<file path="config.mk">
export PLATFORM = sky130hd
export DESIGN_NAME = hpsc_slot_regs
export DESIGN_NICKNAME = d
export VERILOG_FILES = /design/src/pkg/hpsc_pkg.sv /design/src/core/hpsc_slot_regs.sv
export SDC_FILE = /design/constraint.sdc
export NUM_CORES = 1
export LEC_CHECK = 0
export ABC_AREA = 1
export BUFFER_PORTS_ARGS = -buffer_cell sky130_fd_sc_hd__buf_2
export CAP_MARGIN = 40
export CORE_MARGIN = 1.5
export CORE_UTILIZATION = 44
export DETAILED_ROUTE_END_ITERATION = 7
export PLACE_DENSITY = 0.79
export SYNTH_ARGS = -nofsm -noshare
export SYNTH_HDL_FRONTEND = slang
export SYNTH_SLANG_ARGS = --single-unit
export TNS_END_PERCENT = 10
</file>
<file path="constraint.sdc">
create_clock -name clk_sys -period 1.25 [get_ports clk_sys]
set_clock_uncertainty 0.15 [all_clocks]
set_input_delay 0.25 -clock clk_sys [delete_from_list [all_inputs] [get_ports clk_sys]]
set_output_delay 0.25 -clock clk_sys [all_outputs]
set_load 0.01 [all_outputs]
</file>
<file path="src/pkg/hpsc_pkg.sv">
// Hot-plug slot control/status package: offsets, fields, reset values, types.
// Assumes a single clock domain and an AHB-Lite register port.

package hpsc_pkg;

	// ************************************************************
	// Register map
	// ************************************************************
	localparam logic [7:0] HPSC_SLOT_REG_OFF = 8'hd8;

	localparam int HPSC_B_ABP_EN   = 0;
	localparam int HPSC_B_PF_EN    = 1;
	localparam int HPSC_B_PDC_EN   = 3;
	localparam int HPSC_B_CC_EN    = 4;
	localparam int HPSC_B_HP_EN    = 5;
	localparam int HPSC_B_AIND_LO  = 6;
	localparam int HPSC_B_PIND_LO  = 8;
	localparam int HPSC_B_PWR_OFF  = 10;
	localparam int HPSC_B_DLL_EN   = 12;
	localparam int HPSC_B_ABP      = 16;
	localparam int HPSC_B_PF       = 17;
	localparam int HPSC_B_LATCHCHG = 18;
	localparam int HPSC_B_PDC      = 19;
	localparam int HPSC_B_CC       = 20;
	localparam int HPSC_B_LATCH    = 21;
	localparam int HPSC_B_PRES     = 22;
	localparam int HPSC_B_DLLSC    = 24;

	localparam logic [1:0] HPSC_IND_RST  = 2'h3;
	localparam logic       HPSC_DLLSC_RST = 1'b1;

	localparam logic [1:0] HPSC_HTRANS_NONSEQ = 2'h2;
	localparam logic [2:0] HPSC_HSIZE_WORD    = 3'h2;

	// ************************************************************
	// Types
	// ************************************************************
	typedef struct packed {
		logic       dllEn;
		logic       pwrOff;
		logic [1:0] pwrInd;
		logic [1:0] attnInd;
		logic       hpEn;
		logic       ccEn;
		logic       pdcEn;
		logic       pfEn;
		logic       abpEn;
	} hpsc_ctrl_s;

	typedef struct packed {
		logic attnButton;
		logic powerFault;
		logic latchOpen;
		logic cardPresent;
		logic linkActive;
		logic cmdDone;
	} hpsc_sense_s;

endpackage : hpsc_pkg

</file>
<file path="src/core/hpsc_slot_regs.sv">
// Hot-plug slot control and status register pair behind an AHB-Lite slave.
// Assumes sensor levels come from pins (synchronised here); cmdDone and
// slotImplemented come from logic on clk_sys.
`timescale 1ns/10ps
`default_nettype none

module hpsc_slot_regs
	import hpsc_pkg::*;
(
	// Clock and reset
	input  wire logic        clk_sys,
	input  wire logic        rst_n,
	// AHB-Lite slave
	input  wire logic        hsel,
	input  wire logic [31:0] haddr,
	input  wire logic [1:0]  htrans,
	input  wire logic        hwrite,
	input  wire logic [2:0]  hsize,
	input  wire logic [31:0] hwdata,
	input  wire logic        hready,
	output logic      [31:0] hrdata,
	output logic             hreadyout,
	output logic             hresp,
	// Slot sensors (asynchronous pins)
	input  wire logic        attnButtonPin,
	input  wire logic        powerFaultPin,
	input  wire logic        latchOpenPin,
	input  wire logic        cardPresentPin,
	input  wire logic        presence_strap,
	// Same-domain inputs
	input  wire logic        linkActive,
	input  wire logic        cmdDone,
	input  wire logic        slotImplemented,
	// Slot outputs
	output logic      [1:0]  attnIndicator,
	output logic      [1:0]  powerIndicator,
	output logic             slotPowerOff,
	output logic             attnMsgSend,
	output logic             powerMsgSend,
	output logic             hotplugIrq
);

	// ************************************************************
	// Input synchronisers
	// ************************************************************
	hpsc_sense_s syncA_q;
	hpsc_sense_s syncB_q;
	hpsc_sense_s prev_q;
	logic        strapA_q;
	logic        strapB_q;

	always_ff @(posedge clk_sys or negedge rst_n) begin
		if (!rst_n) begin
			syncA_q  <= '0;
			syncB_q  <= '0;
			strapA_q <= 1'b0;
			strapB_q <= 1'b0;
		end else begin
			syncA_q  <= '{attnButtonPin, powerFaultPin, latchOpenPin, cardPresentPin, 1'b0, 1'b0};
			syncB_q  <= syncA_q;
			strapA_q <= presence_strap;
			strapB_q <= strapA_q;
		end
	end

	// Edge history; a short settle phase after reset captures the strap
	// Three stages so the edge history already holds the pin level when events open
	logic [2:0] settle_q;
	logic       linkPrev_q;
	logic       settled;
	assign settled = settle_q[2];

	always_ff @(posedge clk_sys or negedge rst_n) begin
		if (!rst_n) begin
			settle_q   <= 3'h0;
			prev_q     <= '0;
			linkPrev_q <= 1'b0;
		end else begin
			settle_q   <= {settle_q[1:0], 1'b1};
			prev_q     <= syncB_q;
			linkPrev_q <= linkActive;
		end
	end

	// ************************************************************
	// AHB-Lite address phase capture
	// ************************************************************
	logic wrPend_q;
	logic rdPend_q;
	logic addrHit;

	assign addrHit = hsel && hready && htrans == HPSC_HTRANS_NONSEQ && haddr[7:0] == HPSC_SLOT_REG_OFF
		&& haddr[31:8] == 24'h00_0000 && hsize == HPSC_HSIZE_WORD;

	always_ff @(posedge clk_sys or negedge rst_n) begin
		if (!rst_n) begin
			wrPend_q <= 1'b0;
			rdPend_q <= 1'b0;
		end else begin
			wrPend_q <= addrHit && hwrite;
			rdPend_q <= addrHit && !hwrite;
		end
	end

	// Zero-wait slave; unmapped reads return zero, writes are dropped
	assign hreadyout = 1'b1;
	assign hresp     = 1'b0;

	// ************************************************************
	// Control register
	// ************************************************************
	hpsc_ctrl_s ctrl_q;
	logic       attnMsg_q;
	logic       powerMsg_q;

	always_ff @(posedge clk_sys or negedge rst_n) begin
		if (!rst_n) begin
			ctrl_q         <= '0;
			ctrl_q.attnInd <= HPSC_IND_RST;
			ctrl_q.pwrInd  <= HPSC_IND_RST;
		end else if (wrPend_q) begin
			ctrl_q.abpEn   <= hwdata[HPSC_B_ABP_EN];
			ctrl_q.pfEn    <= hwdata[HPSC_B_PF_EN];
			ctrl_q.pdcEn   <= hwdata[HPSC_B_PDC_EN];
			ctrl_q.ccEn    <= hwdata[HPSC_B_CC_EN];
			ctrl_q.hpEn    <= hwdata[HPSC_B_HP_EN];
			ctrl_q.attnInd <= hwdata[HPSC_B_AIND_LO +: 2];
			ctrl_q.pwrInd  <= hwdata[HPSC_B_PIND_LO +: 2];
			ctrl_q.pwrOff  <= hwdata[HPSC_B_PWR_OFF];
			ctrl_q.dllEn   <= hwdata[HPSC_B_DLL_EN];
		end
	end

	// Each control write emits one pulse per indicator message
	always_ff @(posedge clk_sys or negedge rst_n) begin
		if (!rst_n) begin
			attnMsg_q  <= 1'b0;
			powerMsg_q <= 1'b0;
		end else begin
			attnMsg_q  <= wrPend_q;
			powerMsg_q <= wrPend_q;
		end
	end

	// ************************************************************
	// Status flags
	// ************************************************************
	logic abp_q;
	logic pf_q;
	logic latchChg_q;
	logic pdc_q;
	logic cc_q;
	logic dllsc_q;
	logic presRst_q;

	// Set beats clear: the event term is ORed after the clear mask
	function automatic logic w1c(input logic cur, input logic evt, input logic clr);
		w1c = evt | (cur & ~clr);
	endfunction : w1c

	logic evAbp;
	logic evPf;
	logic evLatch;
	logic evPdc;
	logic evLink;
	assign evAbp   = settled && syncB_q.attnButton && !prev_q.attnButton;
	assign evPf    = settled && syncB_q.powerFault && !prev_q.powerFault;
	assign evLatch = settled && (syncB_q.latchOpen != prev_q.latchOpen);
	assign evPdc   = settled && (syncB_q.cardPresent != prev_q.cardPresent);
	assign evLink  = settled && (linkActive != linkPrev_q);

	always_ff @(posedge clk_sys or negedge rst_n) begin
		if (!rst_n) begin
			abp_q   <= 1'b0;
			pf_q    <= 1'b0;
			pdc_q   <= 1'b0;
			cc_q    <= 1'b0;
			dllsc_q <= HPSC_DLLSC_RST;
		end else begin
			abp_q   <= w1c(abp_q, evAbp, wrPend_q & hwdata[HPSC_B_ABP]);
			pf_q    <= w1c(pf_q, evPf, wrPend_q & hwdata[HPSC_B_PF]);
			pdc_q   <= w1c(pdc_q, evPdc, wrPend_q & hwdata[HPSC_B_PDC]);
			cc_q    <= w1c(cc_q, cmdDone, wrPend_q & hwdata[HPSC_B_CC]);
			dllsc_q <= w1c(dllsc_q, evLink, wrPend_q & hwdata[HPSC_B_DLLSC]);
		end
	end

	// Read-only change flag: only hardware clears it, on the next read
	always_ff @(posedge clk_sys or negedge rst_n) begin
		if (!rst_n) begin
			latchChg_q <= 1'b0;
		end else if (evLatch) begin
			latchChg_q <= 1'b1;
		end else if (rdPend_q) begin
			latchChg_q <= 1'b0;
		end
	end

	// Strap caught once the synchroniser has settled, not in reset
	always_ff @(posedge clk_sys or negedge rst_n) begin
		if (!rst_n) begin
			presRst_q <= 1'b0;
		end else if (!settled) begin
			presRst_q <= !strapB_q;
		end
	end

	logic presence;
	always_comb begin
		if (!slotImplemented) begin
			presence = 1'b1;
		end else if (!settled) begin
			presence = presRst_q;
		end else begin
			presence = syncB_q.cardPresent;
		end
	end

	// ************************************************************
	// Read data and outputs
	// ************************************************************
	logic [31:0] rdWord;
	always_comb begin
		rdWord                    = '0;
		rdWord[HPSC_B_ABP_EN]     = ctrl_q.abpEn;
		rdWord[HPSC_B_PF_EN]      = ctrl_q.pfEn;
		rdWord[HPSC_B_PDC_EN]     = ctrl_q.pdcEn;
		rdWord[HPSC_B_CC_EN]      = ctrl_q.ccEn;
		rdWord[HPSC_B_HP_EN]      = ctrl_q.hpEn;
		rdWord[HPSC_B_AIND_LO +: 2] = ctrl_q.attnInd;
		rdWord[HPSC_B_PIND_LO +: 2] = ctrl_q.pwrInd;
		rdWord[HPSC_B_PWR_OFF]    = ctrl_q.pwrOff;
		rdWord[HPSC_B_DLL_EN]     = ctrl_q.dllEn;
		rdWord[HPSC_B_ABP]        = abp_q;
		rdWord[HPSC_B_PF]         = pf_q;
		rdWord[HPSC_B_LATCHCHG]   = latchChg_q;
		rdWord[HPSC_B_PDC]        = pdc_q;
		rdWord[HPSC_B_CC]         = cc_q;
		rdWord[HPSC_B_LATCH]      = settled & syncB_q.latchOpen;
		rdWord[HPSC_B_PRES]       = presence;
		rdWord[HPSC_B_DLLSC]      = dllsc_q;
	end

	logic irqD;
	assign irqD = ctrl_q.hpEn && (
		(ctrl_q.abpEn & abp_q) |
		(ctrl_q.pfEn  & pf_q)  |
		(ctrl_q.pdcEn & pdc_q) |
		(ctrl_q.ccEn  & cc_q)  |
		(ctrl_q.dllEn & dllsc_q));

	logic [31:0] hrdata_q;
	logic        irq_q;
	always_ff @(posedge clk_sys or negedge rst_n) begin
		if (!rst_n) begin
			hrdata_q <= 32'h0000_0000;
			irq_q    <= 1'b0;
		end else begin
			hrdata_q <= addrHit && !hwrite ? rdWord : 32'h0000_0000;
			irq_q    <= irqD;
		end
	end

	assign hrdata         = hrdata_q;
	assign hotplugIrq     = irq_q;
	assign attnIndicator  = ctrl_q.attnInd;
	assign powerIndicator = ctrl_q.pwrInd;
	assign slotPowerOff   = ctrl_q.pwrOff;
	assign attnMsgSend    = attnMsg_q;
	assign powerMsgSend   = powerMsg_q;

endmodule : hpsc_slot_regs

`default_nettype wire

</file>
Yosys cells after proc, flatten, opt, wreduce, memory -nomap -nowiden:

Cells that the tools add are included.

* input port bits: 82
* output and inout bits: 42
* register bits after elaboration: 65

* equal/unequal tests: 6
* muxes and demuxes: 5
* bitwise gates (word level): 30
* reduce and logical (&&, ||, !) cells: 21

Operators by type and width (count)
* 25-bit two-way mux: 1
* 24-bit logical NOT: 1
* 1-bit bitwise AND: 16
* 1-bit logical AND: 15
* 1-bit OR: 9
* 8-bit == test, second input constant: 1
* 1-bit NOT: 5
* 1-bit logical NOT: 4
* 1-bit two-way mux: 4
* 3-bit by 2-bit == test with 1-bit output, second input constant: 1
* 1-bit != test: 3
* 2-bit == test, second input constant: 1
* 2-bit nonzero test: 1

Logic depth before layout (Yosys ltp):

* word-level depth: 7
* mapped depth: 8
* mapped depth without buffers: 7

Worst setup path before layout:

No wires, ideal clock.

* path kind: input -> register
* start: input port haddr[23]
* end: register hrdata_q[21] (netlist: hrdata[21])
* cell stages on the path: 8
* data arrival time: 0.937 ns
* path slack: 0.094 ns
* setup time: 0.069 ns
* data required time: 1.031 ns
* cell sequence: nor2_1 nand2_1 nor2_1 nand2_1 nor2_2 nand3_2 buf_6 nor2_2

* word-level cells in the longest chain between the ends: 5

RTL lines
* start, declared: RTL line hpsc_slot_regs.sv:15 `input wire logic [31:0] haddr,`
* 24-bit logical NOT: RTL line hpsc_slot_regs.sv:93 `&& haddr[31:8] == 24'h00_0000 && hsize == HPSC_HSIZE_WORD;`
* 1-bit logical AND (2 in a row): RTL line hpsc_slot_regs.sv:93
* 1-bit logical AND: RTL line hpsc_slot_regs.sv:259 `hrdata_q <= addrHit && !hwrite ? rdWord : 32'h0000_0000;`
* 25-bit two-way mux: RTL line hpsc_slot_regs.sv:259
* end signal, assigned: RTL line hpsc_slot_regs.sv:259
* end, declared: RTL line hpsc_slot_regs.sv:252 `logic [31:0] hrdata_q;`

No other way between the ends.
A chain may end at the register's enable or synchronous reset.

Worst setup path in the final report:

* start: register ctrl_q, in the netlist attnIndicator[0]
* end: output port attnIndicator[0]

RTL lines
* start, declared: RTL line hpsc_slot_regs.sv:112 `hpsc_ctrl_s ctrl_q;`
* end, declared: RTL line hpsc_slot_regs.sv:35 `output logic [1:0] attnIndicator,`

No word-level cell between the ends.

==> flow_metrics.tcl <==
set metrics [dict create \
    critPathRequiredTime_ns 0.85 \
    p_sw_share_pct 20.7 \
    critPathTopFamily "flip-flops" \
    vias_per_cell 4.23 \
    clock-root-buffer "clkbuf_8" \
    cts.sinks 59 \
    synth.most_common_cell "dfrtp_1" \
    synth_cells 224 \
    p_leak_uw 0.00178 \
    post-cts-setup-buffers 0 \
    ys_warn_count 0 \
    hold_violations 0 \
    critical-path-slowest-cell "dfstp_2" \
    cp_slowest_stage_delay_ns 0.55 \
    p_per_area_nw_per_um2 1200 \
    synth_top_area_cell "dfrtp_1" \
    grt_usage_pct 15.3 \
    final_util_pct 62.3 \
    hp-class "input port to register" \
    cp_cell_sequence "buf_6" \
    maxCapViolCount 0 \
    grt_pass1_wl_mm 6.24 \
    finalCritPeriodShare_pct 109 \
    grt_overflow 0 \
    min_period_ns 1.37 \
    drtAntennaViolNets 0 \
    drt-total-wl_mm 4.18 \
    fillers 416 \
    status "finished, violations left" \
    internal_power_uw 3000 \
    rsz0062_at_grt "true" \
    gp_congestion 0.795 \
    worstSetupPathType "register to output pin" \
    die_area_um2 5690 \
    fmax_ghz 0.732 \
    crit_fanout 2 \
    power.share.clock_pct 42.0 \
    cp_num_buf_inv 1 \
    cts_tree "done" \
    diodes 0 \
    seqPwrFrac_pct 51.7 \
    insertion_delay_ns 0.31 \
    arrival_ns 0.97 \
    drive_above_1_share_pct 41.9 \
    ios 124 \
    ir_drop_uv 544 \
    start_kind "register" \
    slew_viol_final 0 \
    power_frac_comb_pct 6.3 \
    synth_common_cells "dfrtp_1, nand2_1, inv_1" \
    design.core.area_um2 5070 \
    synth.area.top_cells "dfrtp_1, buf_4, nand2_1" \
    wl_per_cell_um 10.2 \
    finalPower_uw 3790 \
    ys_ff_latch 59 \
    p_sw_uw 783 \
    initial_utilization_pct 45.5 \
    rows 26 \
    synth_top_area_share_pct 58.6 \
    dieHeight_um 75.4 \
    htree_levels 3 \
    grt_max_degree 60 \
    synth-edff-count 0 \
    syn-cell-area_um2 2310 \
    portBuffers 92 \
    drc 0 \
    violations "negative setup slack" \
    dpl.hpwl_mm 2.95 \
    drt-initial-drc-count 44 \
    dr.pass1.iters 4 \
    async_flop_share_pct 100 \
    cp-end-kind "output pin" \
    clkSlewWorstSetupHoldPaths_ns 0.06 \
    postSynthAreaPerCell_um2 10.3 \
    antenna_found_initial 0 \
    synthFlopType "dfrtp_1" \
    setup_violations 4 \
    die_w_um 75.4 \
    synth_cell_types 21 \
    seq_area_frac_synth_pct 64.3 \
    cts-buffers-inserted 9 \
    area_growth_pct 37.0 \
    grt_pass1_vias 1542 \
    finalWorstSetupSlack_ns -0.115 \
    vias 1732 \
    layout.nets 416 \
    max-clock-path-buffers 2 \
]
-- power by group through the flow --
stage / Combinational, uW / Clock [uW] / Sequential, uW
final: 240 / 1590 / 1960
after global routing: 273 / 1710 / 1960
after CTS: 243 / 1620 / 1960
after detailed placement: 209 / 0 / 1990
after global placement: 205 / 0 / 1990
after floorplan: 94.2 / 0 / 1990
-- flip-flops by register name (all words and copies together) (netlist names), 2 cells and up --
| register | count |
|---|---|
| prev_q | 4 |
| attnIndicator | 2 |
| hrdata | 19 |
| syncA_q | 4 |
| syncB_q | 4 |
| settle_q | 3 |
| ctrl_q | 6 |
| powerIndicator | 2 |
-- worst min-delay path, cell delays in order --
cell,delay (ns)
buf_2,0.07
nand2_1,0.04
o21ai_1,0.07
-- kinds of logic after synthesis --
kind of cell	synth area share, %
flip-flops	64.3
other	0.326
buffers and inverters	12.6
AO/OA/AOI/OAI	5.31
XOR/XNOR	0.759
AND/OR/NAND/NOR	16.8
-- metrics by stage --
step / TNS [ns] / cells / hold WS, ns / instance area [um2] / setup slack (ns)
floorplan: 0 / 238 / -0.196 / 2360 / 0.0938
global route: -0.588 / 409 / 0.0109 / 3160 / -0.151
detailed placement: -2.29 / 379 / 0.135 / 2780 / -0.126
finish: -0.436 / 409 / 0.0111 / 3160 / -0.115
CTS: -0.492 / 409 / 0.00450 / 3130 / -0.128
global placement: -2.23 / 379 / 0.122 / 2780 / -0.118
-- worst paths after layout --
kind	start	to	slack, ns	depth (start not counted)
worst max register to register	dllsc_q	hotplugIrq	0.11	4
min in group asynchronous	rst_n	hrdata[18]	0.32	3
worst max-delay path	attnIndicator[0]	attnIndicator[0]	-0.12	1
worst min-delay path	hwdata[5]	ctrl_q[4]	0.01	3
max in group asynchronous	rst_n	powerIndicator[0]	0.33	3
worst min register to register	syncA_q[3]	syncB_q[3]	0.19	0
-- placed cells by master (no fill, tap or decap) --
master | netlist | routed
buf_2 | 1 | 84
dfrtp_1 | 54 | 53
nand2_1 | 36 | 36
inv_1 | 25 | 25
nor2_1 | 23 | 23
nor2_2 | 21 | 21
o21ai_1 | 17 | 17
conb_1 | 2 | 16
dlygate4sd3_1 | 0 | 14
clkbuf_8 | 0 | 13
buf_6 | 2 | 8
dfstp_2 | 5 | 5
a21oi_1 | 4 | 4
inv_2 | 3 | 3
xnor2_1 | 2 | 2
o22ai_1 | 2 | 2
clkbuf_1 | 2 | 2
buf_12 | 0 | 2
buf_4 | 20 | 2
nand4_2 | 1 | 1
nand3_1 | 1 | 1
nand3_2 | 1 | 1
or2_1 | 1 | 1
o21ai_0 | 1 | 1
clkinv_2 | 0 | 1
dfrtp_2 | 0 | 1
-- per-layer routing --
layer / wire [um] / vias up / track usage [%]
met4: 87 / 0 / 11.5
met5: 0 / - / 0
met1: 1570 / 777 / 15.2
met3: 285 / 6 / 3.04
met2: 2240 / 93 / 28.0
li1: - / 856 / -
-- cell type report --
| class | instances | area (um2) | area share [%] |
|---|---|---|---|
| Sequential cell | 59 | 1480 | 47.0 |
| Multi-Input combinational cell | 126 | 587 | 18.6 |
| Inverter | 28 | 105 | 3.33 |
| Timing Repair Buffer | 110 | 706 | 22.3 |
| Tap cell | 70 | 87.6 | 2.77 |
| Clock buffer | 15 | 186 | 5.90 |
| Clock inverter | 1 | 5.00 | 0.158 |
-- timing repair --
item                       in CTS  in global routing
pin swaps                       0                  0
resized for setup               4                  5
setup endpoints to repair       4                 12
hold endpoints to repair       67                  0
hold buffers                   14                  0
(Power assumes the default switching activity.)
